==> src/cpd_pkg.sv <==
// Constants, types and register map for the coprocessor instruction decoder.
// Assumes a 32-bit core bus and an AXI4-Lite register port with 8-bit addresses.
package cpd_pkg;

  // ----------------------------------------------------------------
  // Register map
  // ----------------------------------------------------------------
  localparam int CPD_ADDR_W = 8;
  localparam logic [7:0] CPD_CTRL_OFS = 8'h00;
  localparam logic [7:0] CPD_STATUS_OFS = 8'h04;
  localparam logic [7:0] CPD_MASK_OFS = 8'h08;
  localparam logic [7:0] CPD_LAST_INSTR_OFS = 8'h0c;
  localparam logic [7:0] CPD_LAST_ADDR_OFS = 8'h10;
  localparam logic [7:0] CPD_TRAP_CNT_OFS = 8'h14;
  localparam int CPD_CTRL_W = 8;
  localparam int CPD_STATUS_W = 3;
  localparam logic [7:0] CPD_CTRL_RST = 8'h00;
  localparam logic [2:0] CPD_MASK_RST = 3'h0;
  localparam logic [2:0] CPD_STATUS_RST = 3'h0;
  localparam int CPD_ST_TRAP = 0;
  localparam int CPD_ST_SKIP = 1;
  localparam int CPD_ST_WB = 2;
  localparam logic [1:0] CPD_RESP_OKAY = 2'h0;
  localparam logic [1:0] CPD_RESP_SLVERR = 2'h2;

  // ----------------------------------------------------------------
  // Instruction fields
  // ----------------------------------------------------------------
  localparam int CPD_COND_LO = 28;
  localparam int CPD_CLASS_LO = 24;
  localparam logic [3:0] CPD_DATA_OP_PAT = 4'he;
  localparam int CPD_XFER_LO = 25;
  localparam logic [2:0] CPD_XFER_PAT = 3'h6;
  localparam int CPD_ZERO_BIT = 4;
  localparam int CPD_OPB_LO = 0;
  localparam int CPD_INFO_LO = 5;
  localparam int CPD_NUM_LO = 8;
  localparam int CPD_DEST_LO = 12;
  localparam int CPD_OPA_LO = 16;
  localparam int CPD_OPC_LO = 20;
  localparam int CPD_OFS_LO = 0;
  localparam int CPD_LOAD_BIT = 20;
  localparam int CPD_WB_BIT = 21;
  localparam int CPD_LEN_BIT = 22;
  localparam int CPD_UP_BIT = 23;
  localparam int CPD_PRE_BIT = 24;
  localparam int CPD_OFS_SHIFT = 2;

  // ----------------------------------------------------------------
  // Timing
  // ----------------------------------------------------------------
  localparam int CPD_CLK_PERIOD_NS = 100;
  localparam int CPD_SEQ_CYCLES = 1;

  // ----------------------------------------------------------------
  // Types
  // ----------------------------------------------------------------
  typedef struct packed {
    logic is_data_op;
    logic is_xfer;
    logic is_load;
    logic long_sel;
    logic wb;
    logic up;
    logic pre;
    logic [3:0] coproc_opcode_field;
    logic [2:0] coproc_info_field;
    logic [3:0] coproc_operand_a_reg;
    logic [3:0] coproc_operand_b_reg;
    logic [3:0] coproc_dest_reg;
    logic [3:0] coproc_number_field;
    logic [3:0] base_reg_index;
    logic [7:0] offset;
  } cpd_decode_t;

  typedef enum logic [2:0] {
    CPD_IDLE = 3'b001,
    CPD_EXEC = 3'b010,
    CPD_BUSY = 3'b100
  } cpd_state_t;

endpackage : cpd_pkg

==> src/cpd_cond.sv <==
// Condition field evaluator for the coprocessor decoder.
// Assumes flags arrive as {N, Z, C, V} from the core on the same clock.
`timescale 1ns/1ps
module cpd_cond (
  input wire logic [3:0] cond,
  input wire logic [3:0] flags,
  output logic pass
);
  logic n;
  logic z;
  logic c;
  logic v;

  always_comb begin
    n = flags[3];
    z = flags[2];
    c = flags[1];
    v = flags[0];
    unique case (cond)
      4'h0: pass = z;
      4'h1: pass = !z;
      4'h2: pass = c;
      4'h3: pass = !c;
      4'h4: pass = n;
      4'h5: pass = !n;
      4'h6: pass = v;
      4'h7: pass = !v;
      4'h8: pass = c && !z;
      4'h9: pass = !c || z;
      4'ha: pass = n == v;
      4'hb: pass = n != v;
      4'hc: pass = !z && (n == v);
      4'hd: pass = z || (n != v);
      4'he: pass = 1'b1;
      // Never-execute code
      4'hf: pass = 1'b0;
    endcase
  end
endmodule : cpd_cond

==> src/cpd_decode.sv <==
// Coprocessor data operation and data transfer decoder with AXI4-Lite registers.
// Assumes instructions and flags come from core logic on aclk; no coprocessor exists.
//
// Implementation choices: the AXI4-Lite slave port and the placing of the registers.
`timescale 1ns/1ps

// Function
// RULE1: Instruction acts only when its condition field evaluates true.
// RULE2: Data operation returns no result and never waits for one.
// RULE3: Every passing coprocessor instruction raises the undefined-instruction trap.
// RULE4: Data operation fields at fixed positions, bit 4 zero, pattern 1110.
// RULE5: Core recognises data operations from bit 4 and bits 24-31 only.
// RULE6: Coprocessor numbered 0-15 ignores instructions carrying another number.
// RULE7: Coprocessor conventionally applies opcode to operands, writes destination.
// RULE8: Data operation takes one sequential cycle plus busy-wait cycles.
// RULE9: Core generates transfer addresses; coprocessor supplies or takes data.
// RULE10: Coprocessor decides how many words a transfer moves.
// RULE11: Transfer holds offset, number, coprocessor and base register fields.
// RULE12: Bit 20 selects store (0) or load (1).
// RULE13: Bit 21 set writes the computed address back to the base.
// RULE14: Bit 22 length selector passes through uninterpreted.
// RULE15: Offset shifted left two, added when bit 23 set, else subtracted.
// RULE16: Bit 24 set applies offset before transfer, clear applies it after.
module cpd_decode (
  input wire logic aclk,
  input wire logic aresetn,
  input wire logic [cpd_pkg::CPD_ADDR_W-1:0] s_axi_awaddr,
  input wire logic s_axi_awvalid,
  output logic s_axi_awready,
  input wire logic [31:0] s_axi_wdata,
  input wire logic [3:0] s_axi_wstrb,
  input wire logic s_axi_wvalid,
  output logic s_axi_wready,
  output logic [1:0] s_axi_bresp,
  output logic s_axi_bvalid,
  input wire logic s_axi_bready,
  input wire logic [cpd_pkg::CPD_ADDR_W-1:0] s_axi_araddr,
  input wire logic s_axi_arvalid,
  output logic s_axi_arready,
  output logic [31:0] s_axi_rdata,
  output logic [1:0] s_axi_rresp,
  output logic s_axi_rvalid,
  input wire logic s_axi_rready,
  input wire logic instr_valid,
  output logic instr_ready,
  input wire logic [31:0] instr_word,
  input wire logic [3:0] cond_flags,
  input wire logic [31:0] base_value,
  output logic op_done,
  output logic trap_req,
  output cpd_pkg::cpd_decode_t decoded,
  output logic [31:0] mem_addr,
  output logic base_wb_en,
  output logic [31:0] base_wb_value,
  output logic irq
);

  // ----------------------------------------------------------------
  // Instruction sequencing
  // ----------------------------------------------------------------
  cpd_pkg::cpd_state_t state_q, state_d;
  logic [31:0] instr_q, instr_d;
  logic [31:0] base_q, base_d;
  logic pass_q, pass_d;
  logic [7:0] busy_q, busy_d;
  logic ready_d, done_d, trap_d, wb_en_d;
  cpd_pkg::cpd_decode_t dec_d, dec_w;
  logic [31:0] addr_d, wbval_d;
  logic cond_pass, acc, finish, is_cp_q;
  logic [31:0] ofs_w, mod_w;
  logic [2:0] status_set;
  logic [cpd_pkg::CPD_CTRL_W-1:0] ctrl_q, ctrl_d;

  cpd_cond u_cond (
    .cond(instr_word[cpd_pkg::CPD_COND_LO +: 4]),
    .flags(cond_flags),
    .pass(cond_pass)
  );

  assign acc = instr_valid && instr_ready;

  always_comb begin
    // Core looks only at class bits and bit 4 for data operations [RULE5]
    dec_w = '0;
    dec_w.is_data_op = (instr_q[cpd_pkg::CPD_CLASS_LO +: 4] == cpd_pkg::CPD_DATA_OP_PAT)
        && !instr_q[cpd_pkg::CPD_ZERO_BIT]; // [RULE5] [RULE4]
    dec_w.is_xfer = instr_q[cpd_pkg::CPD_XFER_LO +: 3] == cpd_pkg::CPD_XFER_PAT;
    dec_w.coproc_opcode_field = instr_q[cpd_pkg::CPD_OPC_LO +: 4]; // [RULE4]
    dec_w.coproc_info_field = instr_q[cpd_pkg::CPD_INFO_LO +: 3]; // [RULE4]
    dec_w.coproc_operand_a_reg = instr_q[cpd_pkg::CPD_OPA_LO +: 4]; // [RULE4]
    dec_w.coproc_operand_b_reg = instr_q[cpd_pkg::CPD_OPB_LO +: 4]; // [RULE4]
    dec_w.coproc_dest_reg = instr_q[cpd_pkg::CPD_DEST_LO +: 4]; // [RULE4] [RULE11]
    dec_w.coproc_number_field = instr_q[cpd_pkg::CPD_NUM_LO +: 4]; // [RULE4] [RULE11]
    dec_w.base_reg_index = instr_q[cpd_pkg::CPD_OPA_LO +: 4]; // [RULE11]
    dec_w.offset = instr_q[cpd_pkg::CPD_OFS_LO +: 8]; // [RULE11]
    dec_w.is_load = instr_q[cpd_pkg::CPD_LOAD_BIT]; // [RULE12]
    dec_w.wb = instr_q[cpd_pkg::CPD_WB_BIT]; // [RULE13]
    dec_w.long_sel = instr_q[cpd_pkg::CPD_LEN_BIT]; // [RULE14]
    dec_w.up = instr_q[cpd_pkg::CPD_UP_BIT];
    dec_w.pre = instr_q[cpd_pkg::CPD_PRE_BIT];
    is_cp_q = dec_w.is_data_op || dec_w.is_xfer;
    // Word offset scaled to bytes, then added or subtracted [RULE15]
    ofs_w = {24'h0, dec_w.offset} << cpd_pkg::CPD_OFS_SHIFT;
    mod_w = dec_w.up ? base_q + ofs_w : base_q - ofs_w; // [RULE15]
  end

  always_comb begin
    state_d = state_q;
    instr_d = instr_q;
    base_d = base_q;
    pass_d = pass_q;
    busy_d = busy_q;
    ready_d = instr_ready;
    done_d = 1'b0;
    trap_d = 1'b0;
    wb_en_d = 1'b0;
    dec_d = decoded;
    addr_d = mem_addr;
    wbval_d = base_wb_value;
    finish = 1'b0;
    status_set = '0;
    unique case (state_q)
      cpd_pkg::CPD_IDLE: begin
        if (acc) begin
          instr_d = instr_word;
          base_d = base_value;
          pass_d = cond_pass; // [RULE1]
          busy_d = ctrl_q;
          state_d = cpd_pkg::CPD_EXEC;
          ready_d = 1'b0;
        end
      end
      // The single sequential cycle; busy-wait cycles follow [RULE8]
      cpd_pkg::CPD_EXEC: begin
        if (busy_q != 8'h0) begin
          state_d = cpd_pkg::CPD_BUSY;
        end else begin
          finish = 1'b1;
        end
      end
      cpd_pkg::CPD_BUSY: begin
        busy_d = busy_q - 8'h1; // [RULE8]
        if (busy_q == 8'h1) begin
          finish = 1'b1;
        end
      end
      default: begin
        state_d = cpd_pkg::CPD_IDLE;
        ready_d = 1'b1;
      end
    endcase
    // No result is awaited: the core is free again at once [RULE2]
    if (finish) begin
      state_d = cpd_pkg::CPD_IDLE;
      ready_d = 1'b1;
      done_d = 1'b1;
      dec_d = dec_w;
      trap_d = pass_q && is_cp_q; // [RULE3] [RULE1]
      // Only the first word's address; the coprocessor decides how many words follow [RULE9] [RULE16]
      if (dec_w.is_xfer) begin
        addr_d = dec_w.pre ? mod_w : base_q; // [RULE16] [RULE9]
        wbval_d = mod_w;
        wb_en_d = pass_q && dec_w.wb; // [RULE13] [RULE1]
      end
      status_set[cpd_pkg::CPD_ST_TRAP] = trap_d;
      status_set[cpd_pkg::CPD_ST_SKIP] = !pass_q && is_cp_q;
      status_set[cpd_pkg::CPD_ST_WB] = wb_en_d;
    end
  end

  always_ff @(posedge aclk) begin
    if (!aresetn) begin
      state_q <= cpd_pkg::CPD_IDLE;
      instr_q <= 32'h0;
      base_q <= 32'h0;
      pass_q <= 1'b0;
      busy_q <= 8'h0;
      instr_ready <= 1'b1;
      op_done <= 1'b0;
      trap_req <= 1'b0;
      base_wb_en <= 1'b0;
      decoded <= '0;
      mem_addr <= 32'h0;
      base_wb_value <= 32'h0;
    end else begin
      state_q <= state_d;
      instr_q <= instr_d;
      base_q <= base_d;
      pass_q <= pass_d;
      busy_q <= busy_d;
      instr_ready <= ready_d;
      op_done <= done_d;
      trap_req <= trap_d;
      base_wb_en <= wb_en_d;
      decoded <= dec_d;
      mem_addr <= addr_d;
      base_wb_value <= wbval_d;
    end
  end

  // ----------------------------------------------------------------
  // AXI4-Lite slave, status and interrupt
  // ----------------------------------------------------------------
  logic aw_full_q, aw_full_d, w_full_q, w_full_d;
  logic [cpd_pkg::CPD_ADDR_W-1:0] awaddr_q, awaddr_d, wr_ofs, rd_ofs;
  logic [31:0] wdata_q, wdata_d, wmerge;
  logic [3:0] wstrb_q, wstrb_d;
  logic awready_d, wready_d, bvalid_d, arready_d, rvalid_d, irq_d;
  logic [1:0] bresp_d, rresp_d;
  logic [31:0] rdata_d, trap_cnt_q, trap_cnt_d;
  logic [2:0] status_q, status_d, status_clr, mask_q, mask_d;

  always_comb begin
    aw_full_d = aw_full_q;
    w_full_d = w_full_q;
    awaddr_d = awaddr_q;
    wdata_d = wdata_q;
    wstrb_d = wstrb_q;
    bvalid_d = s_axi_bvalid;
    bresp_d = s_axi_bresp;
    rvalid_d = s_axi_rvalid;
    rdata_d = s_axi_rdata;
    rresp_d = s_axi_rresp;
    ctrl_d = ctrl_q;
    mask_d = mask_q;
    status_clr = '0;
    wr_ofs = {awaddr_q[cpd_pkg::CPD_ADDR_W-1:2], 2'h0};
    rd_ofs = {s_axi_araddr[cpd_pkg::CPD_ADDR_W-1:2], 2'h0};
    for (int i = 0; i < 4; i++) begin
      wmerge[8*i +: 8] = wstrb_q[i] ? wdata_q[8*i +: 8] : 8'h0;
    end
    if (s_axi_awvalid && s_axi_awready) begin
      aw_full_d = 1'b1;
      awaddr_d = s_axi_awaddr;
    end
    if (s_axi_wvalid && s_axi_wready) begin
      w_full_d = 1'b1;
      wdata_d = s_axi_wdata;
      wstrb_d = s_axi_wstrb;
    end
    if (s_axi_bvalid && s_axi_bready) begin
      bvalid_d = 1'b0;
    end
    // Address and data may arrive in either order; answer once both are held
    if (aw_full_q && w_full_q && !s_axi_bvalid) begin
      aw_full_d = 1'b0;
      w_full_d = 1'b0;
      bvalid_d = 1'b1;
      bresp_d = cpd_pkg::CPD_RESP_OKAY;
      case (wr_ofs)
        cpd_pkg::CPD_CTRL_OFS: begin
          if (wstrb_q[0]) begin
            ctrl_d = wdata_q[cpd_pkg::CPD_CTRL_W-1:0];
          end
        end
        cpd_pkg::CPD_STATUS_OFS: status_clr = wmerge[cpd_pkg::CPD_STATUS_W-1:0];
        cpd_pkg::CPD_MASK_OFS: begin
          if (wstrb_q[0]) begin
            mask_d = wdata_q[cpd_pkg::CPD_STATUS_W-1:0];
          end
        end
        cpd_pkg::CPD_LAST_INSTR_OFS, cpd_pkg::CPD_LAST_ADDR_OFS,
        cpd_pkg::CPD_TRAP_CNT_OFS: bresp_d = cpd_pkg::CPD_RESP_OKAY;
        default: bresp_d = cpd_pkg::CPD_RESP_SLVERR;
      endcase
    end
    awready_d = !aw_full_d;
    wready_d = !w_full_d;
    if (s_axi_arvalid && s_axi_arready) begin
      rvalid_d = 1'b1;
      rresp_d = cpd_pkg::CPD_RESP_OKAY;
      case (rd_ofs)
        cpd_pkg::CPD_CTRL_OFS: rdata_d = {24'h0, ctrl_q};
        cpd_pkg::CPD_STATUS_OFS: rdata_d = {29'h0, status_q};
        cpd_pkg::CPD_MASK_OFS: rdata_d = {29'h0, mask_q};
        cpd_pkg::CPD_LAST_INSTR_OFS: rdata_d = instr_q;
        cpd_pkg::CPD_LAST_ADDR_OFS: rdata_d = mem_addr;
        cpd_pkg::CPD_TRAP_CNT_OFS: rdata_d = trap_cnt_q;
        default: begin
          rdata_d = 32'h0;
          rresp_d = cpd_pkg::CPD_RESP_SLVERR;
        end
      endcase
    end else if (s_axi_rvalid && s_axi_rready) begin
      rvalid_d = 1'b0;
    end
    arready_d = !rvalid_d;
    // A new event beats a simultaneous clear
    status_d = (status_q & ~status_clr) | status_set;
    trap_cnt_d = trap_cnt_q + {31'h0, trap_d};
    irq_d = |(status_d & mask_d);
  end

  always_ff @(posedge aclk) begin
    if (!aresetn) begin
      aw_full_q <= 1'b0;
      w_full_q <= 1'b0;
      awaddr_q <= '0;
      wdata_q <= 32'h0;
      wstrb_q <= 4'h0;
      s_axi_awready <= 1'b1;
      s_axi_wready <= 1'b1;
      s_axi_bvalid <= 1'b0;
      s_axi_bresp <= cpd_pkg::CPD_RESP_OKAY;
      s_axi_arready <= 1'b1;
      s_axi_rvalid <= 1'b0;
      s_axi_rdata <= 32'h0;
      s_axi_rresp <= cpd_pkg::CPD_RESP_OKAY;
      ctrl_q <= cpd_pkg::CPD_CTRL_RST;
      mask_q <= cpd_pkg::CPD_MASK_RST;
      status_q <= cpd_pkg::CPD_STATUS_RST;
      trap_cnt_q <= 32'h0;
      irq <= 1'b0;
    end else begin
      aw_full_q <= aw_full_d;
      w_full_q <= w_full_d;
      awaddr_q <= awaddr_d;
      wdata_q <= wdata_d;
      wstrb_q <= wstrb_d;
      s_axi_awready <= awready_d;
      s_axi_wready <= wready_d;
      s_axi_bvalid <= bvalid_d;
      s_axi_bresp <= bresp_d;
      s_axi_arready <= arready_d;
      s_axi_rvalid <= rvalid_d;
      s_axi_rdata <= rdata_d;
      s_axi_rresp <= rresp_d;
      ctrl_q <= ctrl_d;
      mask_q <= mask_d;
      status_q <= status_d;
      trap_cnt_q <= trap_cnt_d;
      irq <= irq_d;
    end
  end

  // ----------------------------------------------------------------
  // Assertions
  // ----------------------------------------------------------------
  logic [8:0] cyc_q;
  logic [7:0] blat_q;

  always_ff @(posedge aclk) begin
    if (!aresetn) begin
      cyc_q <= 9'h0;
      blat_q <= 8'h0;
    end else if (acc) begin
      cyc_q <= 9'h0;
      blat_q <= ctrl_q;
    end else if (state_q != cpd_pkg::CPD_IDLE) begin
      cyc_q <= cyc_q + 9'h1;
    end
  end
endmodule : cpd_decode

==> config.mk <==
export PLATFORM = sky130hd
export DESIGN_NAME = cpd_decode
export DESIGN_NICKNAME = d
export VERILOG_FILES = /design/src/cpd_pkg.sv /design/src/cpd_cond.sv /design/src/cpd_decode.sv
export SDC_FILE = /design/constraint.sdc
export NUM_CORES = 1
export LEC_CHECK = 0
export BUFFER_PORTS_ARGS = -buffer_cell sky130_fd_sc_hd__buf_4
export CAP_MARGIN = 20
export CORE_ASPECT_RATIO = 0.6
export CORE_MARGIN = 2
export CORE_UTILIZATION = 45
export CTS_BUF_LIST = sky130_fd_sc_hd__clkbuf_2 sky130_fd_sc_hd__clkbuf_4 sky130_fd_sc_hd__clkbuf_8
export CTS_CLUSTER_DIAMETER = 80
export CTS_CLUSTER_SIZE = 20
export DETAILED_ROUTE_END_ITERATION = 8
export PLACE_DENSITY = 0.71
export REMOVE_ABC_BUFFERS = 1
export SKIP_LAST_GASP = 1
export SYNTH_ARGS = -nofsm -noshare
export SYNTH_HDL_FRONTEND = slang
export SYNTH_SLANG_ARGS = --single-unit
==> constraint.sdc <==
create_clock -name aclk -period 3.6 [get_ports aclk]
set_input_delay 0.72 -clock aclk [delete_from_list [all_inputs] [get_ports aclk]]
set_output_delay 0.72 -clock aclk [all_outputs]
set_load 0.05 [all_outputs]
After elaboration in Yosys (flattened, before gate mapping). Cells that the tools add are included.

Add/sub/neg operators: 4. Bitwise logic cells: 7. Equality and inequality tests: 35. Reduce and logical (&&, ||, !) cells: 45. Mux-type cells: 34.

Operators by type and width (number): case mux 32 bit (6 select lines) (1); two-way mux 32 bit (2); equality test 4 bit (second input constant) (9); adder 32 x 1 -> 32 bit (1); adder 32 x 10 -> 32 bit (1); subtractor 32 x 10 -> 32 bit (1); two-way mux 3 bit (9); equality test 6 x 2 -> 1 bit (second input constant) (4); equality test 6 x 3 -> 1 bit (second input constant) (4); equality test 4 x 3 -> 1 bit (second input constant) (4); case mux 1 bit (16 select lines) (1); case mux 8 bit (2 select lines) (1); logical AND 1 bit (14); two-way mux 1 bit (14); equality test 6 x 1 -> 1 bit (second input constant) (2); logical NOT 6 bit (2); OR reduction 6 bit (2); logical NOT 1 bit (10); AND reduction 2 bit (5); case mux 3 bit (3 select lines) (1); equality test 4 x 2 -> 1 bit (second input constant) (2); equality test 8 x 1 -> 1 bit (second input constant) (1); two-way mux 8 bit (1); nonzero test 8 bit (1); 20 further kinds (32).

Input bits: 128. Register bits: 289.

Logic depth before layout (Yosys ltp). Gate-level depths: netlist (run 1).

Depth in word-level cells: 8. Depth in mapped cells: 18. Mapped depth without buffers: 17.

Modules after synthesis. A second synthesis (run 1) with hierarchy kept.

Cell total of the unflattened synthesis: 1580. Area, all modules: 13098.8 µm².

Modules (own cells, without submodules): cpd_decode (area an instance 12943.7 µm², cells each 1557, times used 1, seq. area each 5445.2 µm²); cpd_cond (area an instance 155.1 µm², cells each 23, times used 1, seq. area each 0.0 µm²).

Least setup slack after synthesis (run 1). OpenSTA, ideal clock, no wires.

Path type: register to register. Start point: register instr_q[2]. End point: register mem_addr[30]. Data required time: 3.530 ns. Stages on the path, launching flop included: 16. Setup slack: 0.062 ns. Data arrival time: 3.467 ns. Buffers on the path: 0. Period minus slack after synthesis: 3.538 ns. Cells stage by stage: dfxtp_1 > nor2_1 > nor4b_1 > nor3b_1 > ha_1 > mux2_2 > ha_1 > o211ai_1 > nor2_1 > a211oi_2 > o211a_1 > o31ai_1 > o22a_1 > mux2i_1 > o221ai_1 > a21oi_1.

Longest elaborated chain between the ends: 3. Elaborated cells between the ends (all ways): 4. Those cells by class: add/sub: 2; mux: 2.

Ends and longest elaborated chain: start: declaration (line cpd_decode.sv:62) `logic [31:0] instr_q, instr_d;`; start signal: assignment (line cpd_decode.sv:187) `instr_q <= instr_d;`; subtractor 32 x 10 -> 32 bit or adder 32 x 10 -> 32 bit (tied branches) (line cpd_decode.sv:104) `mod_w = dec_w.up ? base_q + ofs_w : base_q - ofs_w;`; two-way mux 32 bit (*) (line cpd_decode.sv:104); two-way mux 32 bit (*) (line cpd_decode.sv:161) `addr_d = dec_w.pre ? mod_w : base_q;`; end signal: assignment (line cpd_decode.sv:196) `mem_addr <= addr_d;`; end: declaration (line cpd_decode.sv:52) `output logic [31:0] mem_addr,`.

Mark *: on every way between the ends. The rest lies on a longest branch, timed or not. A chain may end at the register's enable or synchronous reset.

Final worst setup path (run 1).
Start point: register instr_q[0]. End point: register mem_addr[28].

Same word-level chain as after synthesis.

==> metrics, run 1 <==
Clk pwr share=22.5%; Leak Pwr=6.307 nW; die height=133.5 µm; worst hold stages=3; Cell Rows=47; WP data arrival=4080 ps; most common cell after layout, fill and taps aside=buf_4; num ports=280; Final Cell Area=0.01574 mm²; Residual DRC=0; drt first pass iters=5; Flop pwr share=49.6%; total of max-cap violations=0; DP Area=0.01516 mm²; #FFs+latches synth=272; Hold Fails Final Rpt=0; pre-CTS WS=-300.8 ps; H-tree depth=1; combinational group share of total power=27.9%; setup TNS=-26.78 ps; Switch Pwr=2.081 mW; global-route wire length before repair=60.58 mm; last element of the critical path=mem_addr[28]; Critical Path Start Type=flip-flop; Longest Clk Path Bufs=3; Ys Warns=0; largest net degree at the start of global routing=140; sequential area share after synthesis=43.26%; status=finished with violations; Worst-path clk slew=140 ps; Hold Startpoint=base_value[23]; failing checks=setup timing; Num CTS Buffers=17; die area=0.02937 mm²; R2R setup slack=-30 ps; share of cells above drive strength 1=24.08%; grt total ovfl=0; Final nets=1983; Detailed Place HPWL=28.52 mm; worst skew pair latency=590 ps; switching part of the total power=32.45%; Starting Density=45.73%; Setup Crit Path Kind=flip-flop to flip-flop; die width=219.9 µm; GRT Resource Usage Total=26.07%; Final Critical Period=3627 ps; skew final=42.27 ps; fmax=275.7 MHz; critical path endpoint category=flip-flop; synth unique cells=67; Setup WS post-layout=-26.78 ps; fin crit share=100.7%; Reg2Reg Depth=16; Synth Area per Inst=8.011 µm²; final core utilization=57.18%; RSZ-0062 raised after global routing=true; drt total wl=39.96 mm; Avg WL per Cell=18.27 µm; worst slew pin tran=882.1 ps; pwr dens=407.5 mW/mm²; commonest cells after routing, fill and taps aside=buf_4 (339), nand2_1 (308), dfxtp_1 (266); post-route ant nets=0; CTS tree=done; gpl congestion=0.8776; initial antenna violation count=0; Relative slew margins=41.19%; Worst EP required=4050 ps; P&R area growth vs syn=25.04%; final setup fails=1; Core Footprint=0.02752 mm²; vias per inst=5.599; reg-to-reg startpoint=instr_q[0]; Async SR Flop Fraction=0%; Sink Count=272; Post-Syn Instances=1571; hold_ws=365.0 ps; Port Buffers=246; fin. max-slew vios=0; vias in the first global route=10898; Post-Syn Area=0.01259 mm²; clk root buf=clkbuf_8; critical path fanouts, max=3; CP Launch Point=instr_q[0]; Post-synth top flop=dfxtp_1; Via Count=12244; internal power=4.332 mW; RR Endpoint=mem_addr[28]; peak supply drop=0.2030 mV; Starting DRT DRC Count=1411; number of synthesized flops with an enable pin=0; worst hold path class=primary input to flip-flop
-- through the flow --
| stage | power [mW] | std cells |
|---|---|---|
| floorplan | 4.184 | 1455 |
| detailed placement | 4.889 | 2165 |
| CTS | 6.353 | 2187 |
| global route | 6.715 | 2186 |
| global placement | 4.851 | 2165 |
| finish | 6.413 | 2187 |
-- per-layer routing --
metal	share of wire, %	wire length, µm	track usage, %	vias up
met5	0	0	0	-
met4	0.91	364	3.579	0
met3	8.7	3468	5.183	31
met2	42	16580	37.46	487
met1	49	19540	40.65	5800
li1	-	-	-	5926
-- cells by family after synthesis --
| group | Yosys count | synth area share, % |
|---|---|---|
| XOR/XNOR | 54 | 3.758 |
| AND/OR/NAND/NOR | 624 | 21.33 |
| buffers and inverters | 136 | 4.772 |
| multiplexers | 44 | 3.529 |
| adder cells (fa/ha/maj) | 37 | 3.738 |
| other | 1 | 0.02980 |
| AO/OA/AOI/OAI | 403 | 19.57 |
| flip-flops | 272 | 43.26 |
-- flip-flops by register name (all words and copies together), names as in the netlist, 3 cells and up --
| signal | count |
|---|---|
| base_q | 32 |
| instr_q | 32 |
| mem_addr | 32 |
| s_axi_rdata | 32 |
| trap_cnt_q | 32 |
| base_wb_value | 30 |
| decoded | 27 |
| busy_q | 8 |
| ctrl_q | 8 |
| wdata_q | 8 |
| awaddr_q | 6 |
| mask_q | 3 |
| state_q | 3 |
| status_q | 3 |
-- power groups by stage --
| stage | logic [mW] | clock network, mW | registers, mW |
|---|---|---|---|
| final | 1.79 | 1.45 | 3.18 |
| after CTS | 1.70 | 1.48 | 3.18 |
| after detailed placement | 1.65 | 0 | 3.24 |
| after global placement | 1.61 | 0 | 3.24 |
| after global routing | 1.95 | 1.58 | 3.19 |
| after floorplan | 0.911 | 0 | 3.27 |
-- synthesized netlist by cell type, types with 4 or more instances --
master | instances | area share [%]
nor4_1 | 4 | 0.20
or3_1 | 12 | 0.60
mux2i_1 | 41 | 3.3
nand4_1 | 10 | 0.50
o211ai_1 | 7 | 0.42
xnor2_1 | 20 | 1.4
clkbuf_1 | 87 | 2.6
and3_1 | 9 | 0.45
nor3b_1 | 4 | 0.24
nand3_1 | 36 | 1.4
nand2b_1 | 13 | 0.65
a22oi_1 | 12 | 0.72
o22ai_1 | 6 | 0.30
nand3b_1 | 5 | 0.30
a211oi_1 | 28 | 1.7
a21oi_1 | 232 | 9.2
ha_1 | 36 | 3.6
buf_2 | 9 | 0.36
a21o_1 | 12 | 0.72
nand2_1 | 314 | 9.4
a31oi_1 | 6 | 0.30
inv_1 | 19 | 0.57
a311oi_1 | 4 | 0.28
a222oi_1 | 25 | 2.0
buf_4 | 19 | 1.1
o21ai_0 | 38 | 1.5
nor3_1 | 16 | 0.64
nor2b_1 | 5 | 0.25
dfxtp_1 | 272 | 43
and4_1 | 5 | 0.35
and2_1 | 7 | 0.35
nor2_1 | 172 | 5.1
xor2_1 | 34 | 2.4
o21a_1 | 7 | 0.42
-- how the worst min path moves through the flow --
stage	to	slack, ps
2_1_floorplan	mem_addr[0]	430
3_3_place_gp	instr_q[30]	440
3_5_place_dp	instr_q[30]	450
4_1_cts	base_q[23]	360
5_1_grt	base_q[0]	350
6_report	base_q[23]	360
-- critical path: stages, from the launching register on --
cell and delay (ps):
dfxtp_4 380, buf_4 130, inv_1 50, ha_2 260, mux2_4 280, fa_1 450
a211oi_2 260, o21ai_1 180, a211oi_2 280, o211a_1 260, o31ai_2 80, buf_4 160
o22a_1 200, buf_4 160, xor2_2 150, mux2i_1 140, a21oi_1 80
-- cell type report --
class / instances / area, µm²
fill: 2632 / 11780
multi-input combinational: 1164 / 6850
sequential: 272 / 5455
timing repair buffer: 344 / 2628
tap: 367 / 459.2
clock buffer: 18 / 247.7
inverter: 19 / 78.83
clock inverter: 2 / 16.27
antenna: 1 / 2.502
-- repair_timing --
action | CTS | global route
setup buffers | 2 | 0
hold buffers | 0 | 0
pin swaps | 11 | 32
resized for setup | 22 | 56
gates cloned | 0 | 0
endpoints found under the setup margin | 21 | 32
hold endpoints to repair | 0 | 0
Power figures use the tool's default switching activity.
==> inputs of run 2 (changes only) <==
--- a/config.mk
+++ b/config.mk
@@ -7,7 +7,7 @@
 export LEC_CHECK = 0
 export BUFFER_PORTS_ARGS = -buffer_cell sky130_fd_sc_hd__buf_4
 export CAP_MARGIN = 20
-export CORE_ASPECT_RATIO = 0.6
+export CORE_ASPECT_RATIO = 0.5
 export CORE_MARGIN = 2
 export CORE_UTILIZATION = 45
 export CTS_BUF_LIST = sky130_fd_sc_hd__clkbuf_2 sky130_fd_sc_hd__clkbuf_4 sky130_fd_sc_hd__clkbuf_8
==> metrics, run 2 (synthesis gave the netlist of run 1 again) <==
status=completed; commonest cells after routing, fill and taps aside=buf_4 (323), nand2_1 (313), dfxtp_1 (269); Final Cell Area=0.01550 mm² (-1.5%); final total power=6.289 mW (-1.9%); hold path endpoint=base_q[11]; Worst EP required=4050 ps (about the same); Clk pwr share=22.4% (about the same); H-tree depth=1 (unchanged); Sink Count=272 (unchanged); worst skew pair latency=570 ps (-20 ps); Hold Fails Final Rpt=0 (unchanged); Longest Clk Path Bufs=3 (unchanged); total of max-cap violations=0 (unchanged); hold_ws=382.6 ps (+17.62 ps); clk root buf=clkbuf_8; Flop pwr share=50.6% (+1.0 points); num ports=280 (unchanged); drt first pass iters=8 (+3); crit-path cells=inv_1, ha_1, nand2_1, nor2_1, a21oi_1, buf_4, ha_1, o21a_1, o21ai_0, o31ai_4, o22a_1, buf_4, xor2_2, mux2i_1, a21oi_1; share of cells above drive strength 1=22.12% (-2.0 points); reg-to-reg startpoint=instr_q[1]; Num CTS Buffers=17 (unchanged); pwr dens=405.8 mW/mm² (-0.41%); gpl congestion=0.9114 (+3.9%); Setup Crit Path Kind=flip-flop to flip-flop; fin cells=2181 (-0.27%); most common cell after layout, fill and taps aside=buf_4; worst hold stages=3 (unchanged); Leak Pwr=6.187 nW (-1.9%); n_diodes=0 (-1); fin. max-slew vios=0 (unchanged); drt total wl=38.05 mm (-4.8%); Switch Pwr=2.038 mW (-2.1%); fill count=2587 (-1.7%); skew final=24.39 ps (-17.88 ps); global-route wire length before repair=58.22 mm (-3.9%); Setup WS post-layout=46.14 ps (+72.92 ps); WP data arrival=4000 ps (-80 ps); Relative slew margins=31.67% (-9.5 points); Critical Path Start Type=flip-flop; crit path max-delay cell type=o21ai_0; fmax=281.4 MHz (+2.1%); cts hold-fix bufs=0 (unchanged); die width=240.5 µm (+9.4%); largest net degree at the start of global routing=90 (-36%); peak supply drop=0.2131 mV (+5.0%); vias in the first global route=10798 (-0.92%); Residual DRC=0 (unchanged); critical path fanouts, max=5 (+2); pre-CTS WS=-171.7 ps (+129.1 ps); slowest stage delay, CP=600 ps (+150 ps); Starting DRT DRC Count=1126 (-20%); Final nets=1965 (-0.91%); internal power=4.251 mW (-1.9%); fin crit share=98.72% (-2.0 points); P&R area growth vs syn=23.12%; combinational group share of total power=27.0% (-0.9 points); CTS tree=done; Hold Startpoint=base_value[11]; Reg2Reg Depth=15 (-1); RSZ-0062 raised after global routing=true; worst path bufs/invs=3 (-1); initial antenna violation count=0 (unchanged); Port Buffers=246 (unchanged); worst slew pin tran=999.1 ps (+117.0 ps); Via Count=11954 (-2.4%); Detailed Place HPWL=27.49 mm (-3.6%); die height=122.3 µm (-8.5%); vias per inst=5.481 (-2.1%); Worst-path clk slew=140 ps (about the same); Starting Density=45.60% (-0.13 points); final setup fails=0 (-1); RR Endpoint=mem_addr[28]; switching part of the total power=32.40% (-0.046 points); dpl cells=2156 (-0.42%); final core utilization=56.14% (-1.0 points); post-route ant nets=0 (unchanged); GRT Resource Usage Total=24.97% (-1.1 points); cell family with most CP delay=compound AO/OA/AOI/OAI gates; R2R setup slack=50 ps (+70 ps); Final Critical Period=3554 ps (-72.92 ps); Cell Rows=43 (-8.5%); grt total ovfl=0 (unchanged); Avg WL per Cell=17.44 µm (-4.5%); Core Footprint=0.02760 mm² (+0.29%); critical path endpoint category=flip-flop; CP Launch Point=instr_q[1]; die area=0.02940 mm² (+0.13%); setup TNS=0 ps (+26.78 ps); DP Area=0.01497 mm² (-1.2%); worst hold path class=primary input to flip-flop
[run 2: cell types whose count changed in the layout (fill, tap and decap cells not counted), sizes merged]
cell / delta
diode: -1
buf: -18
clkinv: -1
clkinvlp: -1
inv: +1
clkbuf: -1
[run 2: timing repair]
| item | 4_1_cts | 5_1_grt |
|---|---|---|
| resized for setup | 6 | 49 |
| buffers inserted | 2 | 5 |
| hold endpoints to repair | 0 | 0 |
| endpoints found under the setup margin | 15 | 31 |
| pin swaps | 5 | 34 |
| gates cloned | 0 | 0 |
[run 2: layer usage]
metal | vias up | track usage, % | part of all wire (%)
met4 | 2 | 5.939 | 2.3
li1 | 5885 | - | -
met3 | 62 | 3.464 | 4.9
met2 | 310 | 42.00 | 48
met5 | - | 0 | 0.12
met1 | 5695 | 34.13 | 45
[run 2: layout make-up]
type                            count  area (µm²)  area share, %
Multi-Input combinational cell   1164        6783          43.77
Sequential cell                   272        5449          35.16
Timing Repair Buffer              326        2467          15.92
Tap cell                          382       478.0          3.084
Clock buffer                       17       234.0          1.510
Inverter                           19       76.32         0.4925
Clock inverter                      1       8.758        0.05652
[run 2: worst max path at each step]
stage / slack, ps / depth (start not counted) / endpoint
global route: -180 / 15 / mem_addr[28]
CTS: -10 / 16 / mem_addr[30]
global placement: -110 / 16 / mem_addr[30]
floorplan: -1740 / 7 / mem_addr[30]
finish: 50 / 15 / mem_addr[28]
detailed placement: -170 / 16 / mem_addr[30]
[run 2: worst register-to-register path: stages (launching register included)]
cell     delay [ps]
dfxtp_1         420
inv_1            70
ha_1            220
nand2_1         120
nor2_1          100
a21oi_1         300
buf_4           220
ha_1            290
o21a_1          190
o21ai_0         600
o31ai_4         150
o22a_1          250
buf_4           150
xor2_2          140
mux2i_1         140
a21oi_1          80
[run 2: power by group through the flow]
| stage | registers [mW] | clock network, mW | logic [mW] |
|---|---|---|---|
| after detailed placement | 3.24 | 0 | 1.55 |
| after global routing | 3.19 | 1.53 | 1.85 |
| after CTS | 3.18 | 1.43 | 1.57 |
| after floorplan | 3.27 | 0 | 0.911 |
| final | 3.18 | 1.41 | 1.70 |
| after global placement | 3.24 | 0 | 1.53 |
==> inputs of run 3 (changes only) <==
==> constraint.sdc (replaced) <==
create_clock -name aclk -period 3.6 [get_ports aclk]
set_input_delay 0.18 -clock aclk [delete_from_list [all_inputs] [get_ports aclk]]
set_output_delay 0.18 -clock aclk [all_outputs]
set_load 0.05 [all_outputs]
==> metrics, run 3 (synthesis gave the netlist of run 1 again) <==
largest net degree at the start of global routing=110 (+22%); Final nets=2039 (+3.8%); critical path endpoint category=flip-flop; Final Critical Period=3610 ps (+55.93 ps); fin. max-slew vios=0 (unchanged); worst hold path class=primary input to flip-flop; n_diodes=0 (unchanged); initial antenna violation count=0 (unchanged); fill count=2494 (-3.6%); dpl cells=2146 (-0.46%); Avg WL per Cell=17.33 µm (-0.68%); share of cells above drive strength 1=20.17% (-2.0 points); Via Count=12294 (+2.8%); GRT Resource Usage Total=25.48% (+0.51 points); status=finished with violations; Worst EP required=4090 ps (+40 ps); internal power=4.258 mW (+0.17%); global-route wire length before repair=59.56 mm (+2.3%); Setup WS post-layout=-9.796 ps (-55.93 ps); peak supply drop=0.2240 mV (+5.1%); worst skew pair latency=570 ps (about the same); most common cell after layout, fill and taps aside=nand2_1; Worst-path clk slew=130 ps (about the same); Critical Path Start Type=flip-flop; CTS tree=done; clk root buf=clkbuf_8; H-tree depth=1 (unchanged); Cell Rows=43 (unchanged); fmax=277.0 MHz (-1.5%); final setup fails=1 (+1); worst slew pin tran=808.6 ps (-190.5 ps); Sink Count=272 (unchanged); vias in the first global route=11088 (+2.7%); gpl congestion=0.9132 (+0.20%); pwr dens=387.7 mW/mm² (-4.5%); Starting Density=45.60% (unchanged); fin cells=2256 (+3.4%); num ports=280 (unchanged); combinational group share of total power=26.8% (-0.2 points); switching part of the total power=32.18% (-0.22 points); multi-input logic area=0.006705 mm² (-1.1%); die area=0.02940 mm² (unchanged); vias per inst=5.449 (-0.57%); P&R area growth vs syn=28.66%; Residual DRC=5 (+5); failing checks=DRC, setup timing; Clk pwr share=22.6% (+0.2 points); Core Footprint=0.02760 mm² (unchanged); Hold Fails Final Rpt=0 (unchanged); critical path fanouts, max=3 (-2); FF+latch area=0.005448 mm² (about the same); Flop pwr share=50.6% (about the same); post-route ant nets=0 (unchanged); drt total wl=39.09 mm (+2.7%); Port Buffers=246 (unchanged); hold_ws=84.50 ps (-298.1 ps); total of max-cap violations=0 (unchanged); commonest cells after routing, fill and taps aside=nand2_1 (313), buf_4 (311), dfxtp_1 (270); drt first pass iters=9 (+1); WP data arrival=4100 ps (+100 ps); die height=122.3 µm (unchanged); Relative slew margins=44.70% (+13 points); grt total ovfl=0 (unchanged); Switch Pwr=2.020 mW (-0.84%); Leak Pwr=6.459 nW (+4.4%); die width=240.5 µm (unchanged); skew final=42.83 ps (+18.44 ps); Longest Clk Path Bufs=3 (unchanged); Starting DRT DRC Count=1326 (+18%); fin crit share=100.3% (+1.6 points); Setup Crit Path Kind=flip-flop to flip-flop; RSZ-0062 raised after global routing=true; Num CTS Buffers=17 (unchanged); Detailed Place HPWL=27.16 mm (-1.2%)
run 3: changes by cell type in the layout (fill, tap and decap cells not counted), moves of 2 or more:
cell           delta
a21oi_1           -4
a211oi_1          +2
a31oi_2           -2
a21boi_2          -2
a31oi_1           +2
a211oi_2          -2
buf_6             -2
o21ai_0           +2
dlygate4sd3_1    +88
a21oi_2           +5
buf_4            -12
run 3: critical path: stages (launching register included):
cell      delay (ps)
dfxtp_1          420
inv_1             60
ha_1             280
mux2_2           290
fa_1             430
a211oi_1         350
o21ai_1          220
a211oi_2         310
o211a_1          290
o21ai_0          140
a21oi_1          220
mux2i_1          230
o21ai_0          110
a31oi_1          190
run 3: final cells by class:
type | count | share of cell area, %
clock buffer | 17 | 1.445
multi-input combinational | 1164 | 41.41
timing repair buffer | 400 | 19.98
clock inverter | 2 | 0.1004
sequential | 272 | 33.64
inverter | 19 | 0.4713
tap | 382 | 2.952
run 3: power by group through the flow:
stage	clock, mW	combinational (mW)	sequential [mW]
after floorplan	0	0.911	3.27
after global placement	0	1.49	3.24
after detailed placement	0	1.51	3.24
after CTS	1.44	1.60	3.17
after global routing	1.53	1.83	3.19
final	1.42	1.68	3.18
run 3: timing repair:
| action | CTS | global route |
|---|---|---|
| resized for setup | 6 | 31 |
| endpoints found under the hold margin | 83 | 0 |
| endpoints found under the setup margin | 10 | 33 |
| pin swaps | 6 | 26 |
| setup buffers | 0 | 3 |
| gates cloned | 0 | 0 |
| hold buffers | 88 | 0 |
run 3: metal layers:
| metal | wire [µm] | share of wire, % | up-vias | global-route usage [%] |
|---|---|---|---|---|
| li1 | - | - | 6023 | - |
| met1 | 17250 | 44 | 5845 | 34.04 |
| met2 | 18820 | 48 | 372 | 43.66 |
| met3 | 2202 | 5.6 | 54 | 4.206 |
| met4 | 816 | 2.1 | 0 | 5.357 |
| met5 | 0 | 0 | - | 0 |
run 3: path summary, 6_finish.rpt:
| check | startpoint | end | slack [ps] | depth (start not counted) |
|---|---|---|---|---|
| max | instr_q[0] | mem_addr[24] | -10 | 13 |
| min | s_axi_araddr[4] | s_axi_rdata[2] | 80 | 4 |
| max reg2reg | instr_q[0] | mem_addr[24] | -10 | 13 |
| min reg2reg | instr_q[15] | decoded[19] | 460 | 2 |
run 3: stage by stage:
| step | area (µm²) | setup TNS, ps | total power, mW | setup WS, ps | util, % |
|---|---|---|---|---|---|
| 6_report | 16190 | -9.796 | 6.279 | -9.796 | 58.67 |
| 5_1_grt | 16190 | -1468 | 6.547 | -210.0 | 58.67 |
| 4_1_cts | 16050 | 0 | 6.210 | 3.117 | 58.15 |
| 3_5_place_dp | 14900 | -249.7 | 4.747 | -121.4 | 53.97 |
| 3_3_place_gp | 14900 | -149.3 | 4.731 | -107.4 | 53.97 |
| 2_1_floorplan | 12060 | -154840 | 4.184 | -1742 | - |
